==> src/design/i2cm_pkg.sv <==
package i2cm_pkg;
  // Register offsets
  localparam logic [7:0] ADDR_TARGET   = 8'hF4;
  localparam logic [7:0] ADDR_CMDSTAT  = 8'hF5;
  localparam logic [7:0] ADDR_DATA     = 8'hF6;
  localparam logic [7:0] ADDR_PERIOD   = 8'hF7;
  // Reset values
  localparam logic [7:0] RST_TARGET    = 8'h00;
  localparam logic [7:0] RST_DATA      = 8'h00;
  localparam logic [7:0] RST_PERIOD    = 8'h00;
  // Command bit positions
  localparam int CMD_RUN    = 0;
  localparam int CMD_START  = 1;
  localparam int CMD_STOP   = 2;
  localparam int CMD_ACK    = 3;
  localparam int CMD_HS     = 4;
  localparam int CMD_FILT   = 6;
  localparam int CMD_CLEAR  = 7;
  // Status bit positions
  localparam int ST_BUSY    = 0;
  localparam int ST_ERROR   = 1;
  localparam int ST_ADDRNAK = 2;
  localparam int ST_DATANAK = 3;
  localparam int ST_ARBITRATION_LOST_FLAG = 4;
  localparam int ST_IDLE    = 5;
  localparam int ST_OCC     = 6;
  // Timing
  localparam int  SYS_CLK_MHZ   = 25;
  localparam int  FILTER_NS     = 50;
  localparam int  FILTER_CYCLES = (FILTER_NS * SYS_CLK_MHZ + 999) / 1000;
  localparam int  QUARTER_MULT  = 2;
  localparam int  MIN_QUARTER   = 3;
  localparam logic [7:0] MASTER_CODE = 8'h08;

  typedef enum logic [3:0] {
    ST_IDLE_S  = 4'b0000,
    ST_WAITBUS = 4'b0001,
    ST_START   = 4'b0011,
    ST_BITS    = 4'b0010,
    ST_ACKBIT  = 4'b0110,
    ST_HOLD    = 4'b0111,
    ST_STOP    = 4'b0101,
    ST_RSTART  = 4'b0100,
    ST_PREP    = 4'b1100
  } i2cm_state_type;

  typedef struct packed {
    logic start;
    logic stop;
    logic ack;
    logic hs;
  } i2cm_cmd_type;
endpackage

==> src/design/i2cm_master.sv <==
// The strobed register port is this design's own decision.
`timescale 1ns/1ps
module i2cm_master (
  input  wire logic       sys_clk,
  input  wire logic       rst,
  input  wire logic [7:0] regAddr,
  input  wire logic [7:0] regWdata,
  input  wire logic       regWr,
  input  wire logic       regRd,
  output logic      [7:0] regRdata,
  input  wire logic       sclIn,
  output logic            sclOut,
  output logic            sclOe,
  input  wire logic       sdaIn,
  output logic            sdaOut,
  output logic            sdaOe,
  output logic            highSpeedMode,
  output logic            irq
);
  i2cm_pkg::i2cm_state_type state_reg;
  i2cm_pkg::i2cm_cmd_type   cmd_reg;
  logic [7:0] target_address_reg;
  logic [7:0] transfer_data_reg;
  logic [7:0] rx_byte_reg;
  logic [7:0] clock_period_value;
  logic       glitch_filter_enable;
  logic       clear_reg;
  logic       line_occupied;
  logic       arbitration_lost_flag, data_nack_flag, address_nack_flag;
  logic       owner_reg, addrPhase_reg, isRead_reg, hsPhase_reg;
  logic [7:0] shift_reg;
  logic [2:0] bitCnt_reg;
  logic [1:0] phase_reg;
  logic [9:0] tick_reg;
  logic       sclDrvLow, sdaDrvLow;
  logic [1:0] sclSync, sdaSync;
  logic       sclF, sdaF, sdaPrev, sclPrev;
  logic [2:0] sclCnt, sdaCnt;
  logic       cmdWrite, busWide;
  logic [9:0] quarter;
  logic       tickEn, sclLowSeen;

  assign cmdWrite = regWr && regAddr == i2cm_pkg::ADDR_CMDSTAT;

  // Synchronisers
  always_ff @(posedge sys_clk)
  begin
    if (rst)
    begin
      sclSync <= 2'h3;
      sdaSync <= 2'h3;
    end
    else
    begin
      sclSync <= {sclSync[0], sclIn};
      sdaSync <= {sdaSync[0], sdaIn};
    end
  end

  // Glitch filter
  always_ff @(posedge sys_clk)
  begin
    if (rst)
    begin
      sclF   <= 1'b1;
      sdaF   <= 1'b1;
      sclCnt <= 3'h0;
      sdaCnt <= 3'h0;
    end
    else
    begin
      if (!glitch_filter_enable || sclSync[1] == sclF)
        sclCnt <= 3'h0;
      else
        sclCnt <= sclCnt + 3'h1;
      if (!glitch_filter_enable || (sclSync[1] != sclF && 32'(sclCnt) >= i2cm_pkg::FILTER_CYCLES))
        sclF <= sclSync[1];
      if (!glitch_filter_enable || sdaSync[1] == sdaF)
        sdaCnt <= 3'h0;
      else
        sdaCnt <= sdaCnt + 3'h1;
      if (!glitch_filter_enable || (sdaSync[1] != sdaF && 32'(sdaCnt) >= i2cm_pkg::FILTER_CYCLES))
        sdaF <= sdaSync[1];
    end
  end

  // Bus occupancy from START and STOP of any master
  always_ff @(posedge sys_clk)
  begin
    if (rst)
    begin
      sdaPrev       <= 1'b1;
      sclPrev       <= 1'b1;
      line_occupied <= 1'b0;
    end
    else
    begin
      sdaPrev <= sdaF;
      sclPrev <= sclF;
      if (sclF && sclPrev && sdaPrev && !sdaF)
        line_occupied <= 1'b1;
      else if (sclF && sclPrev && !sdaPrev && sdaF)
        line_occupied <= 1'b0;
    end
  end

  // Quarter period: 2*(1+period) clocks, floor 3 keeps SCL at most system/12
  assign busWide = 32'((10'(clock_period_value) + 10'h1) * 10'(i2cm_pkg::QUARTER_MULT))
                   < i2cm_pkg::MIN_QUARTER;
  assign quarter = busWide ? 10'(i2cm_pkg::MIN_QUARTER)
                           : (10'(clock_period_value) + 10'h1) * 10'(i2cm_pkg::QUARTER_MULT);
  // Timer waits at end of high quarter while others hold SCL low
  assign sclLowSeen = !sclDrvLow && !sclSync[1] && phase_reg == 2'h2;
  assign tickEn     = tick_reg == quarter - 10'h1 && !sclLowSeen;

  always_ff @(posedge sys_clk)
  begin
    if (rst || clear_reg || state_reg == i2cm_pkg::ST_IDLE_S || tickEn)
      tick_reg <= 10'h0;
    else if (tick_reg != quarter - 10'h1)
      tick_reg <= tick_reg + 10'h1;
  end

  // Registers
  always_ff @(posedge sys_clk)
  begin
    if (rst)
    begin
      target_address_reg   <= i2cm_pkg::RST_TARGET;
      transfer_data_reg    <= i2cm_pkg::RST_DATA;
      clock_period_value   <= i2cm_pkg::RST_PERIOD;
      glitch_filter_enable <= 1'b0;
    end
    else if (regWr)
    begin
      if (regAddr == i2cm_pkg::ADDR_TARGET)
        target_address_reg <= regWdata;
      if (regAddr == i2cm_pkg::ADDR_DATA)
        transfer_data_reg <= regWdata;
      if (regAddr == i2cm_pkg::ADDR_PERIOD)
        clock_period_value <= regWdata;
      if (cmdWrite)
        glitch_filter_enable <= regWdata[i2cm_pkg::CMD_FILT];
    end
  end

  // Clear pulse self-clears after one cycle
  always_ff @(posedge sys_clk)
  begin
    if (rst)
      clear_reg <= 1'b0;
    else
      clear_reg <= cmdWrite && regWdata[i2cm_pkg::CMD_CLEAR];
  end

  always_ff @(posedge sys_clk)
  begin
    if (rst)
      regRdata <= 8'h00;
    else if (regRd)
      unique case (regAddr)
        i2cm_pkg::ADDR_TARGET:  regRdata <= target_address_reg;
        i2cm_pkg::ADDR_DATA:    regRdata <= rx_byte_reg;
        i2cm_pkg::ADDR_PERIOD:  regRdata <= clock_period_value;
        i2cm_pkg::ADDR_CMDSTAT: regRdata <= {1'b0, line_occupied,
          state_reg == i2cm_pkg::ST_IDLE_S,
          arbitration_lost_flag, data_nack_flag, address_nack_flag,
          arbitration_lost_flag | data_nack_flag | address_nack_flag,
          state_reg != i2cm_pkg::ST_IDLE_S && state_reg != i2cm_pkg::ST_HOLD};
        default:                regRdata <= 8'h00;
      endcase
    else
      regRdata <= 8'h00;
  end

  // Master sequencer
  always_ff @(posedge sys_clk)
  begin
    if (rst || clear_reg)
    begin
      state_reg             <= i2cm_pkg::ST_IDLE_S;
      cmd_reg               <= '0;
      shift_reg             <= 8'h00;
      rx_byte_reg           <= 8'h00;
      bitCnt_reg            <= 3'h0;
      phase_reg             <= 2'h0;
      sclDrvLow             <= 1'b0;
      sdaDrvLow             <= 1'b0;
      owner_reg             <= 1'b0;
      addrPhase_reg         <= 1'b0;
      isRead_reg            <= 1'b0;
      hsPhase_reg           <= 1'b0;
      highSpeedMode         <= 1'b0;
      arbitration_lost_flag <= 1'b0;
      data_nack_flag        <= 1'b0;
      address_nack_flag     <= 1'b0;
      irq                   <= 1'b0;
    end
    else
    begin
      irq <= 1'b0;
      if (cmdWrite && regWdata[i2cm_pkg::CMD_RUN] &&
          (state_reg == i2cm_pkg::ST_IDLE_S || state_reg == i2cm_pkg::ST_HOLD))
      begin
        cmd_reg               <= '{regWdata[i2cm_pkg::CMD_START], regWdata[i2cm_pkg::CMD_STOP],
                                   regWdata[i2cm_pkg::CMD_ACK], regWdata[i2cm_pkg::CMD_HS]};
        arbitration_lost_flag <= 1'b0;
        data_nack_flag        <= 1'b0;
        address_nack_flag     <= 1'b0;
        phase_reg             <= 2'h0;
        if (regWdata[i2cm_pkg::CMD_HS] && state_reg == i2cm_pkg::ST_IDLE_S)
        begin
          hsPhase_reg <= 1'b1;
          state_reg   <= i2cm_pkg::ST_WAITBUS;
        end
        else if (regWdata[i2cm_pkg::CMD_START])
          state_reg <= owner_reg ? i2cm_pkg::ST_RSTART : i2cm_pkg::ST_WAITBUS;
        else if (owner_reg)
          state_reg <= i2cm_pkg::ST_PREP;
      end
      else if (cmdWrite && regWdata[i2cm_pkg::CMD_STOP] && state_reg == i2cm_pkg::ST_HOLD)
      begin
        phase_reg <= 2'h0;
        state_reg <= i2cm_pkg::ST_STOP;
      end
      else
        unique case (state_reg)
          i2cm_pkg::ST_IDLE_S, i2cm_pkg::ST_HOLD: ;
          i2cm_pkg::ST_WAITBUS:
            if (!line_occupied)
              state_reg <= i2cm_pkg::ST_START;
          i2cm_pkg::ST_RSTART:
            if (tickEn)
            begin
              phase_reg <= phase_reg + 2'h1;
              unique case (phase_reg)
                // SCL low first so SDA rises without a STOP
                2'h0: sclDrvLow <= 1'b1;
                2'h1: sdaDrvLow <= 1'b0;
                2'h2: sclDrvLow <= 1'b0;
                2'h3: state_reg <= i2cm_pkg::ST_START;
              endcase
            end
          i2cm_pkg::ST_START:
            if (tickEn)
            begin
              sdaDrvLow     <= 1'b1;
              owner_reg     <= 1'b1;
              addrPhase_reg <= !hsPhase_reg;
              isRead_reg    <= target_address_reg[0];
              shift_reg     <= hsPhase_reg ? i2cm_pkg::MASTER_CODE : target_address_reg;
              bitCnt_reg    <= 3'h7;
              phase_reg     <= 2'h0;
              state_reg     <= i2cm_pkg::ST_BITS;
            end
          i2cm_pkg::ST_PREP:
          begin
            addrPhase_reg <= 1'b0;
            shift_reg     <= transfer_data_reg;
            bitCnt_reg    <= 3'h7;
            phase_reg     <= 2'h0;
            state_reg     <= i2cm_pkg::ST_BITS;
          end
          i2cm_pkg::ST_BITS, i2cm_pkg::ST_ACKBIT:
            if (tickEn)
            begin
              phase_reg <= phase_reg + 2'h1;
              unique case (phase_reg)
                2'h0:
                begin
                  sclDrvLow <= 1'b1;
                  if (state_reg == i2cm_pkg::ST_BITS)
                    sdaDrvLow <= (isRead_reg && !addrPhase_reg) ? 1'b0 : !shift_reg[7];
                  else
                    sdaDrvLow <= isRead_reg && !addrPhase_reg && cmd_reg.ack;
                end
                2'h1: sclDrvLow <= 1'b0;
                2'h2:
                  if (state_reg == i2cm_pkg::ST_BITS)
                  begin
                    // Released SDA read low means another master won
                    if (!sdaDrvLow && !sdaF && !(isRead_reg && !addrPhase_reg))
                    begin
                      arbitration_lost_flag <= 1'b1;
                      sclDrvLow             <= 1'b0;
                      owner_reg             <= 1'b0;
                      hsPhase_reg           <= 1'b0;
                      irq                   <= 1'b1;
                      state_reg             <= i2cm_pkg::ST_IDLE_S;
                    end
                    shift_reg <= {shift_reg[6:0], sdaF};
                  end
                  else if (sdaF && !(isRead_reg && !addrPhase_reg) && !hsPhase_reg)
                  begin
                    if (addrPhase_reg)
                      address_nack_flag <= 1'b1;
                    else
                      data_nack_flag <= 1'b1;
                  end
                2'h3:
                  if (state_reg == i2cm_pkg::ST_BITS)
                  begin
                    bitCnt_reg <= bitCnt_reg - 3'h1;
                    if (bitCnt_reg == 3'h0)
                    begin
                      state_reg <= i2cm_pkg::ST_ACKBIT;
                      if (isRead_reg && !addrPhase_reg)
                        rx_byte_reg <= shift_reg;
                    end
                  end
                  else if (hsPhase_reg)
                  begin
                    hsPhase_reg   <= 1'b0;
                    highSpeedMode <= 1'b1;
                    irq           <= 1'b1;
                    state_reg     <= i2cm_pkg::ST_HOLD;
                  end
                  else if (address_nack_flag || data_nack_flag)
                    state_reg <= i2cm_pkg::ST_STOP;
                  else if (addrPhase_reg)
                  begin
                    addrPhase_reg <= 1'b0;
                    shift_reg     <= transfer_data_reg;
                    bitCnt_reg    <= 3'h7;
                    state_reg     <= i2cm_pkg::ST_BITS;
                  end
                  else if (cmd_reg.stop)
                    state_reg <= i2cm_pkg::ST_STOP;
                  else
                  begin
                    irq       <= 1'b1;
                    state_reg <= i2cm_pkg::ST_HOLD;
                  end
              endcase
            end
          i2cm_pkg::ST_STOP:
            if (tickEn)
            begin
              phase_reg <= phase_reg + 2'h1;
              unique case (phase_reg)
                2'h0:
                begin
                  sclDrvLow <= 1'b1;
                  sdaDrvLow <= 1'b1;
                end
                2'h1: sclDrvLow <= 1'b0;
                2'h2: sdaDrvLow <= 1'b0;
                2'h3:
                begin
                  owner_reg     <= 1'b0;
                  highSpeedMode <= 1'b0;
                  irq           <= 1'b1;
                  state_reg     <= i2cm_pkg::ST_IDLE_S;
                end
              endcase
            end
          default: state_reg <= i2cm_pkg::ST_IDLE_S;
        endcase
    end
  end

  // Open-drain pins, enable low means driving low
  assign sclOut = 1'b0;
  assign sdaOut = 1'b0;
  assign sclOe  = !sclDrvLow;
  assign sdaOe  = !sdaDrvLow;

  property p_clear_idle;
    @(posedge sys_clk) disable iff (rst) clear_reg |=> state_reg == i2cm_pkg::ST_IDLE_S;
  endproperty
  a_clear_idle: assert property (p_clear_idle) else $error("clear did not idle");

  property p_clear_self;
    @(posedge sys_clk) disable iff (rst) clear_reg && !cmdWrite |=> !clear_reg;
  endproperty
  a_clear_self: assert property (p_clear_self) else $error("clear stuck");

  property p_wait_bus;
    @(posedge sys_clk) disable iff (rst)
      state_reg == i2cm_pkg::ST_WAITBUS && line_occupied && !clear_reg |=> state_reg != i2cm_pkg::ST_START;
  endproperty
  a_wait_bus: assert property (p_wait_bus) else $error("start on busy bus");

  property p_arb_release;
    @(posedge sys_clk) disable iff (rst)
      $rose(arbitration_lost_flag) |-> sclOe && state_reg == i2cm_pkg::ST_IDLE_S;
  endproperty
  a_arb_release: assert property (p_arb_release) else $error("lines held after arb loss");

  property p_err_irq;
    @(posedge sys_clk) disable iff (rst) $rose(arbitration_lost_flag) |-> irq;
  endproperty
  a_err_irq: assert property (p_err_irq) else $error("no irq on arb loss");

  property p_quarter_min;
    @(posedge sys_clk) disable iff (rst) tickEn |=> (!tickEn) [*2];
  endproperty
  a_quarter_min: assert property (p_quarter_min) else $error("scl too fast");

  property p_occ_start;
    @(posedge sys_clk) disable iff (rst)
      sclF && sclPrev && sdaPrev && !sdaF |=> line_occupied;
  endproperty
  a_occ_start: assert property (p_occ_start) else $error("start not seen");

  property p_occ_stop;
    @(posedge sys_clk) disable iff (rst)
      sclF && sclPrev && !sdaPrev && sdaF |=> !line_occupied;
  endproperty
  a_occ_stop: assert property (p_occ_stop) else $error("stop not seen");
endmodule // i2cm_master

==> config.mk <==
export PLATFORM = sky130hd
export DESIGN_NAME = i2cm_master
export DESIGN_NICKNAME = d
export VERILOG_FILES = /design/src/design/i2cm_pkg.sv /design/src/design/i2cm_master.sv
export SDC_FILE = /design/constraint.sdc
export NUM_CORES = 1
export LEC_CHECK = 0
export BUFFER_PORTS_ARGS = -buffer_cell sky130_fd_sc_hd__buf_4
export CAP_MARGIN = 20
export CORE_ASPECT_RATIO = 1.5
export CORE_MARGIN = 2
export CORE_UTILIZATION = 61
export DETAILED_ROUTE_END_ITERATION = 10
export GPL_TIMING_DRIVEN = 0
export PLACE_DENSITY = 0.88
export SLEW_MARGIN = 20
export SYNTH_ARGS = -nofsm -noshare
export SYNTH_HDL_FRONTEND = slang
export SYNTH_SLANG_ARGS = --single-unit
==> constraint.sdc <==
create_clock -name sys_clk -period 4.9 [get_ports sys_clk]
set_input_delay 0.98 -clock sys_clk [delete_from_list [all_inputs] [get_ports sys_clk]]
set_output_delay 0.98 -clock sys_clk [all_outputs]
set_load 0.005 [all_outputs]
==> results of run 1 <==
==> logic make-up (layout without fill, tap and decap cells) <==
logic type	count (synthesis)	in the layout	synth area share (%)
AO/OA/AOI/OAI	129	129	16.1
XOR/XNOR	25	25	4.64
adder cells (fa/ha/maj)	13	13	2.90
buffers and inverters	63	110	4.73
flip-flops	97	97	34.6
multiplexers	60	60	12.1
other	1	2	0.0668
AND/OR/NAND/NOR	270	270	24.8
==> how the worst max path moves through the flow <==
stage / from / endpoint / cells after the start
floorplan: clock_period_value[0]$_SDFFE_PP0P_ / isRead_reg$_SDFFE_PP0P_ / 17
global placement: clock_period_value[0]$_SDFFE_PP0P_ / isRead_reg$_SDFFE_PP0P_ / 18
detailed placement: clock_period_value[0]$_SDFFE_PP0P_ / isRead_reg$_SDFFE_PP0P_ / 18
CTS: clock_period_value[0]$_SDFFE_PP0P_ / isRead_reg$_SDFFE_PP0P_ / 18
global route: clock_period_value[4]$_SDFFE_PP0P_ / isRead_reg$_SDFFE_PP0P_ / 18
finish: clock_period_value[1]$_SDFFE_PP0P_ / isRead_reg$_SDFFE_PP0P_ / 17
==> metal layers <==
| layer | vias to the layer above | wire length (um) | GRT usage, % |
|---|---|---|---|
| met5 | - | 0 | 0 |
| met4 | 0 | 915 | 23.4 |
| met3 | 63 | 979 | 5.06 |
| met2 | 249 | 8300 | 55.7 |
| met1 | 2492 | 6100 | 38.7 |
| li1 | 2449 | - | - |
==> report_power, final <==
group / internal (W) / switching [W] / total (W) / leakage [nW]
combinational: 0.0000238 / 0.0000361 / 0.0000599 / 1.52
sequential: 0.000791 / 0.00000253 / 0.000793 / 0.783
clock: 0.000400 / 0.000308 / 0.000708 / 0.140
==> worst register-to-register path: stages (launching register included) <==
cell and delay (ns):
sky130_fd_sc_hd__dfxtp_1 0.40, sky130_fd_sc_hd__clkbuf_4 0.23, sky130_fd_sc_hd__and3_1 0.26, sky130_fd_sc_hd__xor2_2 0.19, sky130_fd_sc_hd__nor2_1 0.12, sky130_fd_sc_hd__and3_1 0.21
sky130_fd_sc_hd__nor2_1 0.10, sky130_fd_sc_hd__ha_1 0.22, sky130_fd_sc_hd__or4b_4 0.50, sky130_fd_sc_hd__o31ai_4 0.11, sky130_fd_sc_hd__o21ai_2 0.12, sky130_fd_sc_hd__xor2_1 0.17
sky130_fd_sc_hd__o32a_1 0.39, sky130_fd_sc_hd__a2111o_1 0.42, sky130_fd_sc_hd__or3_1 0.31, sky130_fd_sc_hd__buf_2 0.18, sky130_fd_sc_hd__or4_1 0.50, sky130_fd_sc_hd__a21oi_1 0.14
==> cell usage in the layout (no fill, tap or decap), types with 4 or more instances in the layout <==
master                      count
sky130_fd_sc_hd__a211o_1        4
sky130_fd_sc_hd__a211oi_1       4
sky130_fd_sc_hd__a21o_1         5
sky130_fd_sc_hd__a21oi_1       32
sky130_fd_sc_hd__a222oi_1       7
sky130_fd_sc_hd__a31oi_1        4
sky130_fd_sc_hd__and2_1         7
sky130_fd_sc_hd__and3_1        10
sky130_fd_sc_hd__buf_2          4
sky130_fd_sc_hd__buf_4         34
sky130_fd_sc_hd__clkbuf_1      25
sky130_fd_sc_hd__clkbuf_16      9
sky130_fd_sc_hd__dfxtp_1       96
sky130_fd_sc_hd__ha_1          12
sky130_fd_sc_hd__inv_1         27
sky130_fd_sc_hd__mux2i_1       53
sky130_fd_sc_hd__mux4_2         6
sky130_fd_sc_hd__nand2_1       53
sky130_fd_sc_hd__nand2b_1      13
sky130_fd_sc_hd__nand3_1       18
sky130_fd_sc_hd__nand3b_1       9
sky130_fd_sc_hd__nor2_1        82
sky130_fd_sc_hd__nor2b_1       17
sky130_fd_sc_hd__nor3_1        12
sky130_fd_sc_hd__nor4_1         7
sky130_fd_sc_hd__o211ai_1       4
sky130_fd_sc_hd__o21ai_0       24
sky130_fd_sc_hd__o31ai_1        7
sky130_fd_sc_hd__or2_2          9
sky130_fd_sc_hd__or3_1          6
sky130_fd_sc_hd__or4_1          5
sky130_fd_sc_hd__xnor2_1       14
sky130_fd_sc_hd__xor2_1         7
==> per-stage QoR <==
stage	setup WS, ns	total power [W]	instance area (um2)	hold WS [ns]
2_1_floorplan	0.609	0.000839	5610	0.389
3_3_place_gp	0.125	0.000867	5990	0.392
3_5_place_dp	0.0391	0.000869	5990	0.398
4_1_cts	0.00605	0.00156	6290	0.413
5_1_grt	0.0126	0.00160	6320	0.430
6_report	0.247	0.00156	6320	0.412
==> cell type report <==
class                      instances  area (um2)
multi-input combinational        499        3440
timing repair buffer              32         240
sequential                        97        1940
fill                             684        2560
clock buffer                      11         233
tap                              110         138
buffer                            35         164
clock inverter                     5        63.8
inverter                          27         101
==> what timing repair did <==
action | in CTS | in global routing
hold endpoints to repair | 0 | 0
endpoints found under the setup margin | 1 | 36
cloned | 0 | 0
resized for setup | 1 | 9
==> insert_results.sql, run 1 <==
INSERT INTO impl_metrics (metric_group, metric, value, unit) VALUES
('detailed_routing', 'routed_wire_length_per_instance', '20.0', 'um'),
('floorplan', 'initial_core_util', '63.2', '%'),
('synthesis', 'synth_seq_area_share', '34.6', '%'),
('sta', 'hold_violations', '0', ''),
('clock_network', 'clkTransAtPathRegs', '0.07', 'ns'),
('synthesis', 'postSynthRegisterBits', '97', ''),
('global_route', 'first_global_vias', '5179', ''),
('synthesis', 'synthArstFlopShare', '0', '%'),
('detailed_routing', 'routed-via-count', '5253', ''),
('worst_hold_path', 'whs_endpoint', 'sclSync[1]$_SDFF_PP1_', ''),
('critical_path', 'worst_path_dominant_cell_family', 'simple AND/OR/NAND/NOR gates', ''),
('sta', 'fin_worst_skew', '0.0146', 'ns'),
('critical_path', 'worst-r2r-cell-count', '17', ''),
('synthesis', 'commonest_cells_in_the_netlist', '97 x sky130_fd_sc_hd__dfxtp_1, 82 x sky130_fd_sc_hd__nor2_1, 53 x sky130_fd_sc_hd__mux2i_1, 53 x sky130_fd_sc_hd__nand2_1, 32 x sky130_fd_sc_hd__a21oi_1', ''),
('power_and_ir_drop', 'cellPowerDensity', '247', 'nW/um2'),
('global_route', 'number_of_antenna_violations_at_the_first_check_in_global_routing', '0', ''),
('detailed_routing', 'drt_iter0_markers', '438', ''),
('clock_network', 'clock_path_buffers', '2', ''),
('global_route', 'grt_pass1_wl', '25400', 'um'),
('synthesis', 'synth_cells', '658', ''),
('critical_path', 'max_stage_delay', '0.50', 'ns'),
('sta', 'setup_tns_final', '0', 'ns'),
('critical_path', 'r2r_slack', '0.25', 'ns'),
('critical_path', 'critPathBufInv', '2', ''),
('synthesis', 'postSynth.topFlopCell', 'sky130_fd_sc_hd__dfxtp_1', ''),
('critical_path', 'arrival', '4.92', 'ns'),
('sta', 'finalMaxSlewViolations', '0', ''),
('synthesis', 'ys_top_cells_by_area', 'sky130_fd_sc_hd__dfxtp_1 35%, sky130_fd_sc_hd__mux2i_1 9.5%, sky130_fd_sc_hd__nor2_1 5.5%', ''),
('power_and_ir_drop', 'leakagePower', '2.44', 'nW'),
('floorplan', 'io_pins', '36', ''),
('global_route', 'overall_global_routing_resource_usage', '33.7', '%'),
('place', 'place.port_buffers', '32', ''),
('critical_path', 'r2r_end', 'isRead_reg$_SDFFE_PP0P_', ''),
('synthesis', 'synth.top_cell.area_share', '34.6', '%'),
('clock_network', 'maximum_level_of_the_cts_h_tree', '3', ''),
('synthesis', 'yosysUniqueCellTypes', '73', ''),
('floorplan', 'die_area', '10000', 'um2'),
('clock_network', 'cts.repair_timing.setup_buffer_count', '0', ''),
('critical_path', 'cp_cell_sequence', 'clkbuf_4 -> and3_1 -> xor2_2 -> nor2_1 -> and3_1 -> nor2_1 -> ha_1 -> or4b_4 -> o31ai_4 -> o21ai_2 -> xor2_1 -> o32a_1 -> a2111o_1 -> or3_1 -> buf_2 -> or4_1 -> a21oi_1', ''),
('critical_path', 'rr_startpoint', 'clock_period_value[1]$_SDFFE_PP0P_', ''),
('synthesis', 'synth.largest_area_cell', 'sky130_fd_sc_hd__dfxtp_1', ''),
('critical_path', 'critPathLaunchType', 'flop', ''),
('clock_network', 'cts-root-buf', 'sky130_fd_sc_hd__clkbuf_16', ''),
('place', 'routabilityCongestion', '0.947', ''),
('synthesis', 'syn-cell-area', '5610', 'um2'),
('clock_network', 'numClockSinks', '97', ''),
('place', 'placed_cells', '801', ''),
('critical_path', 'critical_path_required', '5.17', 'ns'),
('final_layout', 'finish.net_count', '736', ''),
('critical_path', 'critical_path.slowest_cell', 'sky130_fd_sc_hd__or4b_4', ''),
('power_and_ir_drop', 'ir_worst_vdd', '0.268', 'mV'),
('sta', 'timing.final.crit_period', '4.65', 'ns'),
('critical_path', 'cp_max_fo', '10', ''),
('detailed_routing', 'dr.pass1.iters', '5', ''),
('sta', 'relSlewSlack', '30.8', '%'),
('final_layout', 'antenna_cells', '0', ''),
('floorplan', 'chipHeight', '121', 'um'),
('sta', 'worst-slew-pin-transition', '1.03', 'ns'),
('synthesis', 'post-synth-top-count-cell', 'sky130_fd_sc_hd__dfxtp_1', ''),
('sta', 'max_clock_freq', '215', 'MHz'),
('detailed_routing', 'ant_nets', '0', ''),
('final_layout', 'fraction_of_layout_cells_with_a_size_suffix_above_1', '11.8', '%'),
('job', 'drv.max_cap_violation_count', '0', ''),
('detailed_routing', 'vias_per_cell', '6.44', ''),
('status', 'run_status', 'complete, no violations', ''),
('synthesis', 'yosys_warnings', '0', ''),
('floorplan', 'core', '8880', 'um2'),
('floorplan', 'std_cell_rows', '42', ''),
('detailed_routing', 'remaining_drcs', '0', ''),
('worst_hold_path', 'instance_count_along_the_most_critical_hold_path', '1', ''),
('detailed_routing', 'wirelength', '16300', 'um');
Note: power is estimated with default switching activity, not from simulation.
==> inputs of run 2 (changes only) <==
--- a/config.mk
+++ b/config.mk
@@ -12,7 +12,7 @@
 export CORE_UTILIZATION = 61
 export DETAILED_ROUTE_END_ITERATION = 10
 export GPL_TIMING_DRIVEN = 0
-export PLACE_DENSITY = 0.88
+export PLACE_DENSITY = 0.8
 export SLEW_MARGIN = 20
 export SYNTH_ARGS = -nofsm -noshare
 export SYNTH_HDL_FRONTEND = slang
==> run 2 against run 1 <==
Sequential power about the same. Sequential share of layout area fell by 0.13 points. Critical endpoint unchanged. Core utilization up 0.31 points. Largest cell class unchanged. Via count is 0.53% higher. Critical path depth unchanged.
==> insert_results.sql, run 2 (synthesis gave the netlist of run 1 again) <==
INSERT INTO impl_metrics (metric_group, metric, value, unit) VALUES
('final_layout', 'antenna_cells', '0', ''),
('clock_network', 'maximum_level_of_the_cts_h_tree', '3', ''),
('power_and_ir_drop', 'ir_worst_vdd', '0.256', 'mV'),
('final_layout', 'fraction_of_layout_cells_with_a_size_suffix_above_1', '12.0', '%'),
('sta', 'timing.final.setup_violations', '0', ''),
('clock_network', 'tritoncts.num_buffers', '9', ''),
('global_route', 'globalRouteOverflowTotal', '0', ''),
('detailed_routing', 'routed_wire_length_per_instance', '19.6', 'um'),
('final_layout', 'fillers', '726', ''),
('status', 'run_status', 'complete, no violations', ''),
('global_route', 'number_of_antenna_violations_at_the_first_check_in_global_routing', '0', ''),
('detailed_routing', 'dr.pass1.iters', '6', ''),
('clock_network', 'clock_path_buffers', '2', ''),
('sta', 'timing.final.crit_period', '4.68', 'ns'),
('global_route', 'first_global_vias', '5201', ''),
('sta', 'max_clock_freq', '214', 'MHz'),
('critical_path', 'critical_path_required', '5.18', 'ns'),
('final_layout', 'finish.instance_area', '6350', 'um2'),
('power_and_ir_drop', 'totalPowerFinal', '0.00163', 'W'),
('sta', 'finalMaxSlewViolations', '0', ''),
('critical_path', 'critPathLaunchType', 'flop', ''),
('critical_path', 'critical_path_class', 'flop to flop', ''),
('clock_network', 'cts_resized', '0', ''),
('power_and_ir_drop', 'leakagePower', '2.46', 'nW'),
('critical_path', 'critical_path.slowest_cell', 'sky130_fd_sc_hd__or4_1', ''),
('critical_path', 'worst-r2r-cell-count', '17', ''),
('sta', 'timing.final.crit_share', '95.5', '%'),
('floorplan', 'core', '8880', 'um2'),
('clock_network', 'cts-root-buf', 'sky130_fd_sc_hd__clkbuf_16', ''),
('clock_network', 'hold_fix_buffer_count_after_cts', '0', ''),
('sta', 'fin_worst_skew', '0.00724', 'ns'),
('floorplan', 'io_pins', '36', ''),
('critical_path', 'critPathBufInv', '2', ''),
('sta', 'hold_violations', '0', ''),
('floorplan', 'chipHeight', '121', 'um'),
('clock_network', 'cts_tree', 'built', ''),
('worst_hold_path', 'min_path_type', 'flop to flop', ''),
('critical_path', 'worst_path_dominant_cell_family', 'simple AND/OR/NAND/NOR gates', ''),
('critical_path', 'r2r_slack', '0.22', 'ns'),
('floorplan', 'die_width', '82.3', 'um'),
('detailed_routing', 'vias_per_cell', '6.47', ''),
('clock_network', 'cts.repair_timing.setup_buffer_count', '0', ''),
('critical_path', 'timing.critical_path.depth', '17', ''),
('floorplan', 'std_cell_rows', '42', ''),
('final_layout', 'finish.net_count', '736', ''),
('global_route', 'overall_global_routing_resource_usage', '32.6', '%'),
('sta', 'hold_ws', '0.416', 'ns'),
('detailed_routing', 'drt_iter0_markers', '720', ''),
('clock_network', 'numClockSinks', '97', ''),
('worst_hold_path', 'instance_count_along_the_most_critical_hold_path', '1', ''),
('global_route', 'largest_net_degree_at_the_start_of_global_routing', '18', ''),
('job', 'drv.max_cap_violation_count', '0', ''),
('final_layout', 'layout_common_cells', '96 x sky130_fd_sc_hd__dfxtp_1, 82 x sky130_fd_sc_hd__nor2_1, 53 x sky130_fd_sc_hd__nand2_1, 53 x sky130_fd_sc_hd__mux2i_1, 34 x sky130_fd_sc_hd__buf_4', ''),
('floorplan', 'initial_core_util', '63.2', '%'),
('sta', 'relSlewSlack', '31.9', '%'),
('place', 'placed_cells', '801', ''),
('critical_path', 'arrival', '4.96', 'ns'),
('detailed_routing', 'remaining_drcs', '0', ''),
('final_layout', 'largest_reg_flops', '10', ''),
('clock_network', 'later_pin_clock_latency_in_the_skew_report', '0.35', 'ns'),
('place', 'routabilityCongestion', '0.957', ''),
('sta', 'worst-slew-pin-transition', '1.01', 'ns'),
('power_and_ir_drop', 'cellPowerDensity', '257', 'nW/um2'),
('detailed_routing', 'wirelength', '16000', 'um'),
('global_route', 'grt_pass1_wl', '24800', 'um'),
('place', 'place.port_buffers', '32', ''),
('place', 'dpl_cell_area', '5990', 'um2'),
('critical_path', 'max_stage_delay', '0.51', 'ns'),
('detailed_routing', 'ant_nets', '0', ''),
('final_layout', 'final_common_cell', 'sky130_fd_sc_hd__dfxtp_1', ''),
('critical_path', 'cp_max_fo', '10', ''),
('critical_path', 'cp_cell_sequence', 'clkbuf_4 -> and3_1 -> xor2_1 -> nor2_1 -> and3_1 -> nor2_1 -> ha_1 -> or4b_4 -> o31ai_4 -> o21ai_2 -> xor2_1 -> o32a_1 -> a2111o_1 -> or3_1 -> buf_2 -> or4_1 -> a21oi_1', ''),
('clock_network', 'clkTransAtPathRegs', '0.07', 'ns'),
('detailed_routing', 'routed-via-count', '5281', ''),
('final_layout', 'layout-area-overhead-vs-synth', '13.2', '%'),
('floorplan', 'die_area', '10000', 'um2'),
('critical_path', 'end_kind', 'flop', ''),
('place', 'detailedPlacementHpwl', '11600', 'um'),
('final_layout', 'instances_no_fill', '816', '');
-- run 2: changes by cell type in the layout (fill, tap and decap cells not counted), sizes merged --
cell	before	now
clkbuf	36	34
inv	28	30
bufinv	1	2
clkinv	2	1
-- run 2: final cells by class --
class                   instances  area (um2)  area share (%)
plain buffers                  35         164            2.58
clock buffers                   9         225            3.55
clock inverters                 7         101            1.60
inverters                      27         101            1.60
multi-input cells             499        3440            54.1
flip-flops and latches         97        1940            30.6
well taps                     110         138            2.17
repair buffers                 32         240            3.78
-- run 2: routing by layer --
metal	global-route usage [%]	part of all wire [%]	vias to the layer above	routed length, um
met5	0	0	-	0
met4	22.1	6.5	0	1040
met3	4.84	6.7	87	1070
met2	54.3	50	275	7920
met1	37.3	37	2464	5950
li1	-	-	2455	-
-- run 2: worst paths after layout --
| path | from | endpoint |
|---|---|---|
| min reg2reg | sclSync[0]$_SDFF_PP1_ | sclSync[1]$_SDFF_PP1_ |
| max | clock_period_value[1]$_SDFFE_PP0P_ | isRead_reg$_SDFFE_PP0P_ |
| max reg2reg | clock_period_value[1]$_SDFFE_PP0P_ | isRead_reg$_SDFFE_PP0P_ |
| min | sclSync[0]$_SDFF_PP1_ | sclSync[1]$_SDFF_PP1_ |
-- run 2: stage by stage --
| step | setup slack [ns] | setup TNS, ns | utilization, % |
|---|---|---|---|
| CTS | 0.00825 | 0 | 71.1 |
| finish | 0.221 | 0 | 71.5 |
| floorplan | 0.609 | 0 | - |
| global placement | 0.124 | 0 | 67.5 |
| global route | -0.0248 | -0.0248 | 71.5 |
| detailed placement | 0.0878 | 0 | 67.5 |
-- run 2: power by group --
part           switching [W]  leakage, nW  internal, W
sequential        0.00000245        0.783     0.000791
combinational      0.0000355         1.52    0.0000238
clock               0.000327        0.158     0.000454
total               0.000365         2.46      0.00127
-- run 2: worst reg2reg max path, delay by kind of cell, from the launching register on --
family                   cells  cell delay, ns
AO/OA/AOI/OAI                5            1.19
XOR/XNOR                     2            0.44
AND/OR/NAND/NOR              7            1.98
flip-flops                   1            0.38
adder cells (fa/ha/maj)      1            0.22
buffers and inverters        2            0.40
